<file path="src/rtl/eis_pkg.sv">
// constants, field layout and bus carriers of the interrupt status collector
// assumes an axi4-lite master with 32-bit data and one outstanding access per direction
// What this block does
// - host writes one to a status bit; the device then clears that bit
// - software event bit 31 sets while software trigger is high; write one clears
// - bit 25 sets when stop is requested and transmitter has halted
// - bit 24 sets when the receive engine halts
// - bit 23 sets when drop counter steps into 80000000h
// - bit 21 sets when a notify-flagged transmit buffer finished loading
// - bit 20 sets when programmed receive dma count has been moved out
// - bit 19 sets when general timer wraps from zero to FFFFh
// - bit 18 mirrors transceiver event; writes ignored, clears at source only
// - bit 17 sets on power event regardless of wake pin; write one clears
// - power event never wakes; only a write to byte test register wakes
// - power event interrupt bypasses the deassertion hold-off interval
// - bit 16 sets when transmit status fifo overflows
// - bit 15 sets when a received packet exceeds 2048 bytes
// - bit 14 on receive error, bit 13 on transmit error; write one clears
// - bit 10 sets when a write hits a full transmit data fifo
// - bit 9 sets when transmit free space exceeds the programmed threshold
// - bit 8 sets when transmit status fifo becomes full
// - bit 7 sets when transmit status occupancy reaches the threshold
// - bit 6 sets each time a received frame is dropped
// - bit 4 on receive status fifo full, bit 3 on its level threshold
// - bits 2..0 latch the three io line events; reset to 000
// - a status bit reaches the request line only when its enable bit is one
// - status bits record events whatever the enable mask holds
// - global output enable clear keeps request pin deasserted, status untouched
package eis_pkg;
    localparam logic [7:0]  OFS_IRQ_CFG    = 8'h54;
    localparam logic [7:0]  OFS_STATUS     = 8'h58;
    localparam logic [7:0]  OFS_ENABLE     = 8'h5C;
    localparam logic [7:0]  OFS_BYTE_TEST  = 8'h64;
    localparam logic [31:0] BYTE_TEST_VAL  = 32'h87654321;
    localparam logic [31:0] STATUS_RST     = 32'h00000000;
    localparam logic [31:0] ENABLE_RST     = 32'h00000000;
    localparam logic [31:0] STATUS_IMPL    = 32'h83BFE7DF; // implemented status bits, 9 reserved
    localparam logic [31:0] STATUS_W1C     = 32'h83BBE7DF; // clearable bits, bit 18 excluded
    localparam logic [31:0] ENABLE_IMPL    = 32'h83BFE7DF;
    localparam logic [31:0] DROP_MIDPOINT  = 32'h80000000;
    localparam logic [15:0] TIMER_WRAP     = 16'hFFFF;
    localparam logic [15:0] RX_WATCHDOG_BYTES = 16'h0800;
    localparam int          BIT_SW    = 31;
    localparam int          BIT_TXSTP = 25;
    localparam int          BIT_RXSTP = 24;
    localparam int          BIT_DROPH = 23;
    localparam int          BIT_TXDON = 21;
    localparam int          BIT_RXDMA = 20;
    localparam int          BIT_TIMER = 19;
    localparam int          BIT_XCVR  = 18;
    localparam int          BIT_PWR   = 17;
    localparam int          BIT_TSOVF = 16;
    localparam int          BIT_RWDOG = 15;
    localparam int          BIT_RXERR = 14;
    localparam int          BIT_TXERR = 13;
    localparam int          BIT_TDOVR = 10;
    localparam int          BIT_TDAVL = 9;
    localparam int          BIT_TSFUL = 8;
    localparam int          BIT_TSLVL = 7;
    localparam int          BIT_DROP  = 6;
    localparam int          BIT_RSFUL = 4;
    localparam int          BIT_RSLVL = 3;
    localparam int          BIT_IRQ_EN  = 8;  // in interrupt configuration word
    localparam int          BIT_IRQ_INT = 12;
    localparam logic [1:0]  RESP_OKAY   = 2'h0;
    localparam logic [1:0]  RESP_SLVERR = 2'h2;

    // event inputs from the surrounding units, each a level or one-cycle pulse
    typedef struct packed {
        logic        software_event_trigger;
        logic        tx_stop_requested;
        logic        tx_halted;
        logic        rx_halted;
        logic        drop_count_inc;
        logic [31:0] drop_count;          // value before the increment
        logic        transmit_buffer_loaded;
        logic        completion_notify_flag;
        logic        receive_dma_count_done;
        logic        timer_tick;
        logic [15:0] timer_count;         // value before the tick
        logic        transceiver_event;
        logic        power_event;
        logic        tx_status_overflow;
        logic        rx_packet_end;
        logic [15:0] rx_packet_bytes;
        logic        rx_error;
        logic        tx_error;
        logic        tx_data_write;
        logic        tx_data_full;
        logic        tx_space_above_level;
        logic        tx_status_full;
        logic        tx_status_at_level;
        logic        frame_dropped;
        logic        rx_status_full;
        logic        rx_status_at_level;
        logic [2:0]  io_line_events;
    } eis_events_s;

    // axi4-lite request and answer bundles
    typedef struct packed {
        logic        awvalid;
        logic [7:0]  awaddr;
        logic        wvalid;
        logic [31:0] wdata;
        logic [3:0]  wstrb;
        logic        bready;
        logic        arvalid;
        logic [7:0]  araddr;
        logic        rready;
    } eis_axi_req_s;

    typedef struct packed {
        logic        awready;
        logic        wready;
        logic        bvalid;
        logic [1:0]  bresp;
        logic        arready;
        logic        rvalid;
        logic [31:0] rdata;
        logic [1:0]  rresp;
    } eis_axi_rsp_s;
endpackage

</file>
<file path="src/rtl/eis_status.sv">
// interrupt status collector with enable mask and request output
// assumes event inputs synchronous to aclk; hold-off timer lives elsewhere
//
// The implementer's own choice: the AXI4-Lite slave port.
module eis_status (
    input  wire logic                  aclk,
    input  wire logic                  aresetn,
    input  wire eis_pkg::eis_axi_req_s axi_req,
    output logic                       axi_awready,
    output logic                       axi_wready,
    output logic                       axi_bvalid,
    output logic [1:0]                 axi_bresp,
    output logic                       axi_arready,
    output logic                       axi_rvalid,
    output logic [31:0]                axi_rdata,
    output logic [1:0]                 axi_rresp,
    input  wire eis_pkg::eis_events_s  events,
    input  wire logic                  holdoff_active,
    output logic                       irq_request,
    output logic                       power_irq_request,
    output logic                       wake_request
);
    typedef struct packed {
        logic        aw_got;
        logic [7:0]  aw_addr;
        logic        w_got;
        logic [31:0] w_data;
        logic [3:0]  w_strb;
        logic        bvalid;
        logic [1:0]  bresp;
        logic        rvalid;
        logic [31:0] rdata;
        logic [1:0]  rresp;
        logic [31:0] status;
        logic [31:0] enable;
        logic        irq_en;
        logic        irq;
        logic        pwr_irq;
        logic        wake;
    } eis_state_s;

    eis_state_s st_r;
    eis_state_s st_nxt;

    // byte-lane mask from write strobes
    function automatic logic [31:0] lane_mask(input logic [3:0] strb);
        lane_mask = {{8{strb[3]}}, {8{strb[2]}}, {8{strb[1]}}, {8{strb[0]}}};
    endfunction

    function automatic logic mapped(input logic [7:0] a);
        mapped = (a == eis_pkg::OFS_IRQ_CFG) || (a == eis_pkg::OFS_STATUS) ||
                 (a == eis_pkg::OFS_ENABLE) || (a == eis_pkg::OFS_BYTE_TEST);
    endfunction

    logic [31:0] ev_set;
    logic [31:0] w1c;
    logic [31:0] wmask;
    logic [31:0] cfg_word;
    logic        do_write;
    logic        do_read;
    logic        any_irq;

    // gather hardware set terms; recorded regardless of the mask
    always_comb begin
        ev_set = 32'h00000000;
        ev_set[eis_pkg::BIT_SW]    = events.software_event_trigger;
        ev_set[eis_pkg::BIT_TXSTP] = events.tx_stop_requested & events.tx_halted;
        ev_set[eis_pkg::BIT_RXSTP] = events.rx_halted;
        ev_set[eis_pkg::BIT_DROPH] = events.drop_count_inc &
                                     (events.drop_count == eis_pkg::DROP_MIDPOINT - 32'h00000001);
        ev_set[eis_pkg::BIT_TXDON] = events.transmit_buffer_loaded & events.completion_notify_flag;
        ev_set[eis_pkg::BIT_RXDMA] = events.receive_dma_count_done;
        ev_set[eis_pkg::BIT_TIMER] = events.timer_tick & (events.timer_count == 16'h0000);
        ev_set[eis_pkg::BIT_PWR]   = events.power_event;
        ev_set[eis_pkg::BIT_TSOVF] = events.tx_status_overflow;
        ev_set[eis_pkg::BIT_RWDOG] = events.rx_packet_end &
                                     (events.rx_packet_bytes > eis_pkg::RX_WATCHDOG_BYTES);
        ev_set[eis_pkg::BIT_RXERR] = events.rx_error;
        ev_set[eis_pkg::BIT_TXERR] = events.tx_error;
        ev_set[eis_pkg::BIT_TDOVR] = events.tx_data_write & events.tx_data_full;
        ev_set[eis_pkg::BIT_TDAVL] = events.tx_space_above_level;
        ev_set[eis_pkg::BIT_TSFUL] = events.tx_status_full;
        ev_set[eis_pkg::BIT_TSLVL] = events.tx_status_at_level;
        ev_set[eis_pkg::BIT_DROP]  = events.frame_dropped;
        ev_set[eis_pkg::BIT_RSFUL] = events.rx_status_full;
        ev_set[eis_pkg::BIT_RSLVL] = events.rx_status_at_level;
        ev_set[2:0]                = events.io_line_events;
    end

    // write fires once both halves are held and no write answer is pending; read when no read answer is pending
    assign do_write = st_r.aw_got && st_r.w_got && !st_r.bvalid;
    assign do_read  = axi_req.arvalid && !st_r.rvalid;
    assign wmask    = lane_mask(st_r.w_strb);
    assign w1c      = (do_write && st_r.aw_addr == eis_pkg::OFS_STATUS) ?
                      (st_r.w_data & wmask & eis_pkg::STATUS_W1C) : 32'h00000000;

    // configuration word as software reads it
    always_comb begin
        cfg_word = 32'h00000000;
        cfg_word[eis_pkg::BIT_IRQ_EN]  = st_r.irq_en;
        cfg_word[eis_pkg::BIT_IRQ_INT] = any_irq;
    end

    assign any_irq = |(st_r.status & st_r.enable);

    // next-state logic
    always_comb begin
        st_nxt = st_r;
        // address and data accepted independently, in either order
        if (axi_req.awvalid && !st_r.aw_got) begin
            st_nxt.aw_got  = 1'b1;
            st_nxt.aw_addr = {axi_req.awaddr[7:2], 2'b00};
        end
        if (axi_req.wvalid && !st_r.w_got) begin
            st_nxt.w_got  = 1'b1;
            st_nxt.w_data = axi_req.wdata;
            st_nxt.w_strb = axi_req.wstrb;
        end
        if (st_r.bvalid && axi_req.bready) begin
            st_nxt.bvalid = 1'b0;
        end
        if (do_write) begin
            st_nxt.aw_got = 1'b0;
            st_nxt.w_got  = 1'b0;
            st_nxt.bvalid = 1'b1;
            st_nxt.bresp  = mapped(st_r.aw_addr) ? eis_pkg::RESP_OKAY : eis_pkg::RESP_SLVERR;
            if (st_r.aw_addr == eis_pkg::OFS_ENABLE) begin
                st_nxt.enable = ((st_r.enable & ~wmask) | (st_r.w_data & wmask)) & eis_pkg::ENABLE_IMPL;
            end
            if (st_r.aw_addr == eis_pkg::OFS_IRQ_CFG && st_r.w_strb[1]) begin
                st_nxt.irq_en = st_r.w_data[eis_pkg::BIT_IRQ_EN];
            end
        end
        // wake only from a write cycle to byte test, never from a power event
        st_nxt.wake = do_write && (st_r.aw_addr == eis_pkg::OFS_BYTE_TEST);
        // clear, then set: an event in the clearing cycle survives
        st_nxt.status = (st_r.status & ~w1c) | (ev_set & eis_pkg::STATUS_IMPL);
        st_nxt.status[eis_pkg::BIT_XCVR] = events.transceiver_event;
        // read channel
        if (st_r.rvalid && axi_req.rready) begin
            st_nxt.rvalid = 1'b0;
        end
        if (do_read) begin
            st_nxt.rvalid = 1'b1;
            st_nxt.rresp  = mapped({axi_req.araddr[7:2], 2'b00}) ? eis_pkg::RESP_OKAY : eis_pkg::RESP_SLVERR;
            case ({axi_req.araddr[7:2], 2'b00})
                eis_pkg::OFS_IRQ_CFG:   st_nxt.rdata = cfg_word;
                eis_pkg::OFS_STATUS:    st_nxt.rdata = st_r.status & eis_pkg::STATUS_IMPL;
                eis_pkg::OFS_ENABLE:    st_nxt.rdata = st_r.enable;
                eis_pkg::OFS_BYTE_TEST: st_nxt.rdata = eis_pkg::BYTE_TEST_VAL;
                default:                st_nxt.rdata = 32'h00000000;
            endcase
        end
        // request pin gated by global enable and the hold-off window
        st_nxt.irq     = st_r.irq_en && any_irq && !holdoff_active;
        // power interrupt ignores the hold-off window
        st_nxt.pwr_irq = st_r.irq_en && st_r.status[eis_pkg::BIT_PWR] &&
                         st_r.enable[eis_pkg::BIT_PWR];
    end

    // single state register, synchronous reset
    always_ff @(posedge aclk) begin
        if (!aresetn) begin
            st_r        <= '0;
            st_r.status <= eis_pkg::STATUS_RST;
            st_r.enable <= eis_pkg::ENABLE_RST;
        end else begin
            st_r <= st_nxt;
        end
    end

    // outputs straight from flops
    assign axi_awready       = !st_r.aw_got;
    assign axi_wready        = !st_r.w_got;
    assign axi_bvalid        = st_r.bvalid;
    assign axi_bresp         = st_r.bresp;
    assign axi_arready       = !st_r.rvalid;
    assign axi_rvalid        = st_r.rvalid;
    assign axi_rdata         = st_r.rdata;
    assign axi_rresp         = st_r.rresp;
    assign irq_request       = st_r.irq;
    assign power_irq_request = st_r.pwr_irq;
    assign wake_request      = st_r.wake;
endmodule // eis_status

</file>
<file path="config.mk">
export PLATFORM = sky130hd
export DESIGN_NAME = eis_status
export DESIGN_NICKNAME = d
export VERILOG_FILES = /design/src/rtl/eis_pkg.sv /design/src/rtl/eis_status.sv
export SDC_FILE = /design/constraint.sdc
export NUM_CORES = 1
export LEC_CHECK = 0
export BUFFER_PORTS_ARGS = -buffer_cell sky130_fd_sc_hd__buf_2
export CORE_UTILIZATION = 49
export DETAILED_ROUTE_END_ITERATION = 12
export PLACE_DENSITY_LB_ADDON = 0.25
export SYNTH_ARGS = -nofsm -noshare
export SYNTH_HDL_FRONTEND = slang
export SYNTH_SLANG_ARGS = --single-unit
</file>
<file path="constraint.sdc">
create_clock -name aclk -period 2.15 [get_ports aclk]
set_input_delay 0.1075 -clock aclk [delete_from_list [all_inputs] [get_ports aclk]]
set_output_delay 0.1075 -clock aclk [all_outputs]
set_load 0.1 [all_outputs]
</file>
Word-level counts from Yosys, hierarchy flattened
Cells that the tools add are included.
{"block": "totals", "reg_bits": 141, "latch_bits": 0, "mem_bits_rw": 0, "rom_bits": 0, "out_inout_bits": 44, "wordCells": 81, "memories": 0}
{"block": "classes", "n_addsub": 0, "n_mul": 0, "div": 0, "n_lt_le_gt_ge": 1, "eq_ne": 9, "shifts": 0, "mux": 8, "bitwise": 15, "n_reduce_logical": 32}
{"op": "32-bit AND", "count": 4}
{"op": "32-bit one-hot mux with 4 select lines", "count": 1}
{"op": "32-bit NOT", "count": 2}
{"op": "32-bit bitwise OR", "count": 2}
{"op": "6-bit by 5-bit == test with 1-bit output, second input constant", "count": 8}
{"op": "35-bit 2-to-1 mux", "count": 1}
{"op": "32-bit by 31-bit == test with 1-bit output, second input constant", "count": 1}
{"op": "32-bit 2-to-1 mux", "count": 1}
{"op": "32-bit OR reduction", "count": 1}
{"op": "16-bit by 12-bit > comparator with 1-bit output, second input constant", "count": 1}
{"op": "16-bit logical NOT", "count": 1}
{"op": "1-bit logical AND", "count": 14}
{"op": "1-bit AND", "count": 6}
{"op": "1-bit logical OR", "count": 6}
{"op": "1-bit logical NOT", "count": 5}
{"op": "2-bit 2-to-1 mux", "count": 2}
{"op": "2-bit AND reduction", "count": 2}
{"op": "2-bit nonzero test", "count": 2}
{"op": "3-bit 2-to-1 mux", "count": 1}
{"op": "1-bit 2-to-1 mux", "count": 2}
{"op": "2-bit OR reduction", "count": 1}
{"op": "1-bit NOT", "count": 1}

Longest topological paths before layout
Gate-level depths: netlist (run 1).
{"block": "logic_depth", "word_depth": 7, "mapped_depth": 7}

Least setup slack after synthesis (run 1)
Ideal clock, no wire load.
{"block": "synth_timing", "path_kind": "reg-to-reg", "startpoint": "reg st_r (netlist bit axi_rvalid)", "endpoint": "reg st_r (netlist bit axi_rdata[10])", "arrival_ns": 2.104, "t_required_ns": 2.081, "slack_ns": -0.024, "stages_incl_launch_ff": 8, "n_path_buf": 3, "synth_period_minus_slack_ns": 2.174, "path_cell_list": "dfxtp_1 > nor2b_1 > clkbuf_1 > nor2_1 > buf_2 > buf_1 > nand2_1 > o21ai_1"}
{"block": "synth_between", "elab_chain_cells": 2}
{"element": "start: declaration", "line_no": "eis_status.sv:42", "text": "eis_state_s st_r;"}
{"element": "start signal: assignment", "line_no": "eis_status.sv:168", "text": "st_r <= st_nxt;"}
{"element": "1-bit logical NOT", "line_no": "eis_status.sv:92", "text": "assign do_read = axi_req.arvalid && !st_r.rvalid;"}
{"element": "1-bit logical AND", "line_no": "eis_status.sv:92"}
No other way between the ends.
A chain may end at the register's enable or synchronous reset.

Worst setup path after layout (run 1)
{"block": "layout_timing", "startpoint": "reg st_r[148] (netlist name)", "endpoint": "reg st_r[61] (netlist name)"}
{"block": "layout_between", "elab_chain_cells": 6}
{"element": "6-bit by 5-bit == test with 1-bit output", "line_no": "eis_status.sv:94", "text": "assign w1c = (do_write && st_r.aw_addr == eis_pkg::OFS_STATUS) ?"}
{"element": "1-bit logical AND", "line_no": "eis_status.sv:94"}
{"element": "32-bit 2-to-1 mux", "line_no": "eis_status.sv:94"}
{"element": "32-bit NOT", "line_no": "eis_status.sv:137", "text": "st_nxt.status = (st_r.status & ~w1c) | (ev_set & eis_pkg::STATUS_IMPL);"}
{"element": "32-bit AND", "line_no": "eis_status.sv:137"}
{"element": "32-bit bitwise OR", "line_no": "eis_status.sv:137"}
No other way between the ends.

==> results of run 1 <==
placed cells by master (no fill, tap or decap), types with 4 or more instances in the layout:
master and n:
o21ai_0 20, a221oi_1 10, nand3_1 6, bufinv_16 6, a21oi_1 36, nor4_1 7
a22oi_1 32, nand2b_1 7, dlygate4sd3_1 70, nand4_1 9, nor3_1 4, inv_1 20
clkbuf_16 16, buf_4 13, nor2_1 44, conb_1 7, a31oi_1 17, clkinv_2 4
dfxtp_1 112, buf_2 173, nand2_1 106, o21ai_1 11, mux2i_1 30
final cells by class:
type | instances | area (µm²) | area share (%)
clock buffers | 21 | 439 | 6.21
multi-input cells | 387 | 2230 | 31.6
well taps | 133 | 166 | 2.35
flip-flops and latches | 114 | 2280 | 32.3
clock inverters | 11 | 208 | 2.94
repair buffers | 256 | 1660 | 23.5
inverters | 21 | 78.8 | 1.11
routing by layer:
layer / global-route usage, % / share of wire (%) / vias to the layer above
met5: 0 / 0 / -
met4: 12.7 / 2.5 / 0
met3: 7.53 / 8.5 / 35
met2: 49.4 / 49 / 280
met1: 34.6 / 40 / 2381
li1: - / - / 2439
worst max path at each step:
stage	startpoint	end	slack, ns	cells after the start
after global routing	st_r[148]$_SDFFE_PN0P_	st_r[61]$_SDFF_PN0_	0.004	7
final	st_r[148]$_SDFFE_PN0P_	st_r[61]$_SDFF_PN0_	0.12	7
after CTS	st_r[142]$_SDFFE_PP0P_	st_r[46]$_SDFF_PN0_	0.07	5
after detailed placement	axi_bvalid$_SDFFE_PN0P_	register	0.38	4
after floorplan	axi_bvalid$_SDFFE_PN0P_	register	0.03	5
after global placement	axi_bvalid$_SDFFE_PN0P_	register	0.40	4
power by group:
group	switching (W)	internal, W	total (W)
Combinational	0.000351	0.000262	0.000614
Sequential	0.0000731	0.00219	0.00226
Clock	0.000934	0.00214	0.00307
Total	0.00136	0.00459	0.00595
metrics by stage:
stage	setup WS (ns)	util (%)	total power [W]	std cells	cell area, µm²
2_1_floorplan	0.0319	-	0.00260	590	4980
3_3_place_gp	0.403	58.4	0.00279	841	5710
3_5_place_dp	0.384	58.4	0.00280	841	5710
4_1_cts	0.0718	72.2	0.00594	943	7060
5_1_grt	0.00380	72.4	0.00613	943	7070
6_report	0.123	72.4	0.00595	943	7070
worst max-delay path, stage by stage, from the launching register on:
cell,delay [ns]
dfxtp_1,0.33
nand4bb_1,0.20
buf_4,0.19
nor3_2,0.18
buf_4,0.16
and2_4,0.16
a311oi_1,0.08
dlygate4sd3_1,0.61
cells by family (layout without fill, tap and decap cells):
group,count (synthesis),after routing
flops,114,114
buf+inv,89,309
compound gates,137,137
mux,30,30
other cells,1,7
simple gates,213,213
timing repair:
item / 4_1_cts / 5_1_grt
hold buffers: 70 / 0
endpoints found under the setup margin: 0 / 2
hold endpoints to repair: 60 / 0
gates resized for setup: 0 / 4
==> reports/results.tsv, run 1 <==
stage	metric	value	unit
synth	synth_area_leaders	dfxtp_1, nand2_1, mux2i_1, buf_4, a22oi_1	
synth	area_fraction_in_compound_gates_after_synthesis	17.4	%
floorplan	die_w	103	µm
floorplan	top_level_ports	194	
timing	max_freq	0.493	GHz
layout	insertedDiodeCount	0	
routing	drt_first_pass_iters	5	
floorplan	fp-row-count	36	
clocking	cts_made_buffers	17	
timing	finalMaxSlewViolations	0	
synth	synth_largest_area_cell	dfxtp_1	
routing	drt_wl_total	15000	µm
power_and_ir_drop	cellPowerDensity	841	nW/µm²
routing	drt_drc_violations_left	0	
timing	finalSetupViolCount	0	
timing	rsz0062_at_grt	false	
synth	synth_top_family_by_area	simple AND/OR/NAND/NOR gates	
min_path	worst_hold_path.endpoint	st_r[55]$_SDFF_PN0_	
timing	fin_tns_setup	0	ns
synth	area_share_of_the_leading_cell_type_in_the_synthesized_netlist	46.1	%
layout	n_fill_cell	734	
run	cap_violations	0	
clocking	cts.htree.levels	4	
clocking	root_buffer	clkbuf_8	
synth	fraction_of_registers_with_async_set_reset	0	%
grt	global_route_usage_over_all_layers	29.0	%
placement	detailedPlacementHpwl	10000	µm
critical_path	worstPathMaxFanout	8	
timing	worst_hold_slack	0.0208	ns
clocking	cts_post_setup_buffers_inserted	0	
min_path	min_delay_path_depth	3	
routing	vias_per_cell	5.45	
synth	ys_seq_elements	114	
run_status	outcome	finished, final reports clean	
clocking	cts.sinks	114	
power_and_ir_drop	leakage	3.11	nW
synth	fraction_of_the_mapped_netlist_area_in_adder_cells	0	%
timing	final_hold_violation_count	0	
grt	number_of_antenna_violations_at_the_first_check_in_global_routing	0	
clocking	clkLatencyLatePin	0.51	ns
placement	io_buffer_count	173	
synth	synth.top_cells.by_count	dfxtp_1, nand2_1, nor2_1	
critical_path	startpoint_type	register	
floorplan	dieHeight	103	µm
timing	clock_skew	0.00738	ns
layout	layout-drive-gt1-share	28.8	%
critical_path	reg2reg_setup_slack	0.12	ns
synth	cell_with_the_most_instances_after_synthesis	dfxtp_1	
synth	synth-simple-area-share	20.4	%
min_path	hold_start	events[42]	
floorplan	coreArea	9770	µm²
critical_path	timing.critical_path.arrival	2.42	ns
critical_path	timing.setup.critical_path_class	register to register	
critical_path	ff2ff_path_depth	7	
min_path	holdCritPathClass	input port to register	
synth	yosys.cell_types.count	46	
timing	max_slew.worst_pin.slew	0.702	ns
routing	antenna_violating_nets_post_route	0	
routing	routed-via-count	5135	
synth	syn_area	4950	µm²
routing	wire_per_inst	15.9	µm
placement	globalplace.congestion	0.849	
layout	nets	947	
synth	synth.mux.area_fraction	6.06	%
critical_path	crit-reg2reg-launch	st_r[148]$_SDFFE_PN0P_	
synth	synth_area_per_cell	8.48	µm²
critical_path	timing.critical_path.required	2.54	ns
layout	area.growth.synth_to_final	42.8	%
clocking	clk_pin_slew	0.06	ns
power_and_ir_drop	ir_drop	0.000452	V
floorplan	die_area	10500	µm²
timing	period_needed	2.03	ns
timing	maxSlewHeadroom	53.2	%
synth	ys.warnings.count	0	
synth	synthXorXnorAreaFrac	0	%
grt	via_count_of_the_first_global_routing_pass	4844	
floorplan	initial_utilization	50.7	%
grt	grt_start_max_net_pins	67	
timing	finalCritPeriodShare	94.3	%
synth	synth_edf_count	0	
synth	seq_area_frac_synth	46.1	%
routing	drt_iter0_drc	268	
clocking	maximum_clock_insertion_buffer_count	2	
synth	synth_instances	584	
grt	global_route_wire_length_before_repair	23000	µm
clocking	tritoncts	done	
critical_path	regToRegEndpoint	st_r[61]$_SDFF_PN0_	
grt	overflow	0	
synth	synth_top_flop_cell	dfxtp_1	
critical_path	critPathCaptureType	register	
(Power assumes the default switching activity.)
==> inputs of run 2 (changes only) <==
Settings changed: CELL_PAD_IN_SITES_DETAIL_PLACEMENT set to 1, CELL_PAD_IN_SITES_GLOBAL_PLACEMENT set to 1, CORE_UTILIZATION 49 to 35.
==> reports/results.tsv, run 2 (synthesis gave the netlist of run 1 again) <==
stage	metric	value	unit	change
power_and_ir_drop	power_frac_clock	53.0	%	+1.4 points
routing	routed-via-count	5077		-1.1%
grt	via_count_of_the_first_global_routing_pass	5360		+11%
timing	clock_skew	0.00970	ns	+0.00232 ns
floorplan	die_w	121	µm	+18%
timing	period_needed	2.01	ns	-0.0144 ns
timing	final_hold_violation_count	0		unchanged
power_and_ir_drop	internal-power	0.00468	W	+2.0%
layout	insertedDiodeCount	0		unchanged
layout	area_taken_by_flip_flops_and_latches	2280	µm²	about the same
critical_path	timing.setup.critical_path_class	register to register		
grt	global_route_usage_over_all_layers	24.7	%	-4.3 points
layout	nets	942		-0.53%
clocking	cts.htree.levels	4		unchanged
routing	drt_drc_violations_left	0		unchanged
floorplan	dieHeight	121	µm	+18%
routing	drt_iter0_drc	290		+8.2%
layout	final_cell_mix	buf_2, dfxtp_1, nand2_1		
critical_path	worstPathMaxFanout	10		+2
floorplan	coreArea	13800	µm²	+41%
critical_path	reg2reg_setup_slack	0.14	ns	about the same
clocking	maximum_clock_insertion_buffer_count	2		unchanged
routing	wire_per_inst	17.9	µm	+13%
routing	vias_per_cell	5.15		-5.3%
layout	layout-drive-gt1-share	29.1	%	+0.30 points
timing	max_slew.worst_pin.slew	0.734	ns	+0.0328 ns
routing	detailroute.wirelength.met3	966	µm	-24%
timing	rsz0062_at_grt	false		
routing	wl_met2	9110	µm	+24%
routing	detail_route.wirelength.met1	7200	µm	+21%
routing	routed.top_layer	met4		
timing	maxSlewHeadroom	51.0	%	-2.2 points
clocking	root_buffer	clkbuf_16		
timing	fin_tns_setup	0	ns	unchanged
floorplan	initial_utilization	35.8	%	-15 points
layout	area.growth.synth_to_final	43.3	%	
routing	antenna_violating_nets_post_route	0		unchanged
min_path	holdCritPathClass	input port to register		
floorplan	top_level_ports	194		unchanged
layout	stdcell_area	7100	µm²	+0.37%
power_and_ir_drop	seqPwrFrac	36.9	%	-1.2 points
power_and_ir_drop	leakage	3.08	nW	-1.1%
placement	standard_cell_area_after_detailed_placement	5780	µm²	+1.2%
run	cap_violations	0		unchanged
power_and_ir_drop	ir_drop	0.000439	V	-3.0%
critical_path	timing.critical_path.arrival	2.31	ns	-0.11 ns
timing	finalMaxSlewViolations	0		unchanged
critical_path	critPathCaptureType	register		
grt	global_route_wire_length_before_repair	27500	µm	+19%
power_and_ir_drop	total_switching_power	0.00145	W	+7.0%
power_and_ir_drop	netSwitchingFraction	23.7	%	+0.86 points
placement	io_buffer_count	173		unchanged
routing	drt_first_pass_iters	4		-1
power_and_ir_drop	cellPowerDensity	863	nW/µm²	+2.7%
timing	max_freq	0.497	GHz	+0.72%
timing	finalCritPeriodShare	93.6	%	-0.67 points
layout	multiInputGateArea	2220	µm²	-0.73%
layout	n_fill_cell	1640		+120%
run_status	outcome	finished, final reports clean		
power_and_ir_drop	combPwrFrac	10.1	%	-0.2 points
floorplan	fp-row-count	43		+19%
critical_path	timing.critical_path.required	2.44	ns	-0.10 ns
placement	detailedPlacementHpwl	12000	µm	+19%
clocking	cts.sinks	114		unchanged
floorplan	die_area	14600	µm²	+39%
grt	grt_start_max_net_pins	67		unchanged
grt	number_of_antenna_violations_at_the_first_check_in_global_routing	0		unchanged
clocking	cts.repair.resized	0		unchanged
grt	overflow	0		unchanged
layout	layout_commonest_cell	buf_2		
clocking	clkLatencyLatePin	0.42	ns	-0.09 ns
timing	finalSetupViolCount	0		unchanged
clocking	tritoncts	done		
routing	drt_wl_total	17600	µm	+18%
placement	globalplace.congestion	0.803		-5.3%
critical_path	startpoint_type	register		
clocking	cts_made_buffers	17		unchanged
clocking	clk_pin_slew	0.06	ns	about the same
-- run 2: area by class of cell --
class,count,area share [%]
clock inverters,13,3.26
clock buffers,19,6.38
multi-input cells,387,31.2
flip-flops and latches,114,32.2
well taps,180,3.17
inverters,21,1.11
repair buffers,251,22.7
-- run 2: final timing paths --
check,depth (start not counted),start,to
worst max-delay path,6,axi_bvalid$_SDFFE_PN0P_,st_r[51]$_SDFF_PN0_
worst min register to register,2,axi_rdata[6]$_SDFFE_PN0P_,axi_rdata[6]$_SDFFE_PN0P_
worst min-delay path,3,events[38],st_r[55]$_SDFF_PN0_
worst max register to register,6,axi_bvalid$_SDFFE_PN0P_,st_r[51]$_SDFF_PN0_
-- run 2: critical path: stages, from the launching register on --
cell and delay, ns:
dfxtp_1 0.33, nand3b_2 0.38, nor3_2 0.22, buf_4 0.17
and3_1 0.17, o22ai_1 0.07, dlygate4sd3_1 0.55
-- run 2: power by group through the flow --
stage	clock, W	combinational [W]	sequential, W
4_1_cts	0.00327	0.000608	0.00226
5_1_grt	0.00338	0.000667	0.00227
3_5_place_dp	0	0.000514	0.00231
6_report	0.00325	0.000619	0.00226
3_3_place_gp	0	0.000497	0.00230
2_1_floorplan	0	0.000308	0.00229
-- run 2: what timing repair did --
action,in CTS,in global routing
setup endpoints to repair,0,0
buffers inserted,0,0
endpoints found under the hold margin,59,0
hold buffers,64,0
-- run 2: stage by stage --
step | hold slack (ns) | setup slack [ns] | total power, W | utilization, % | std cells
after floorplan | 0.186 | 0.0319 | 0.00260 | - | 590
after global placement | 0.290 | 0.435 | 0.00280 | 41.8 | 889
after detailed placement | 0.294 | 0.385 | 0.00282 | 41.8 | 889
after CTS | 0.0246 | 0.112 | 0.00614 | 51.4 | 985
after global routing | 0.0808 | 0.0112 | 0.00632 | 51.4 | 985
final | 0.0824 | 0.138 | 0.00613 | 51.4 | 985
-- run 2: per-layer routing --
layer / vias up / global-route usage (%)
met3: 27 / 5.12
met1: 2428 / 28.8
li1: 2429 / -
met5: - / 0
met2: 193 / 44.5
met4: 0 / 8.87
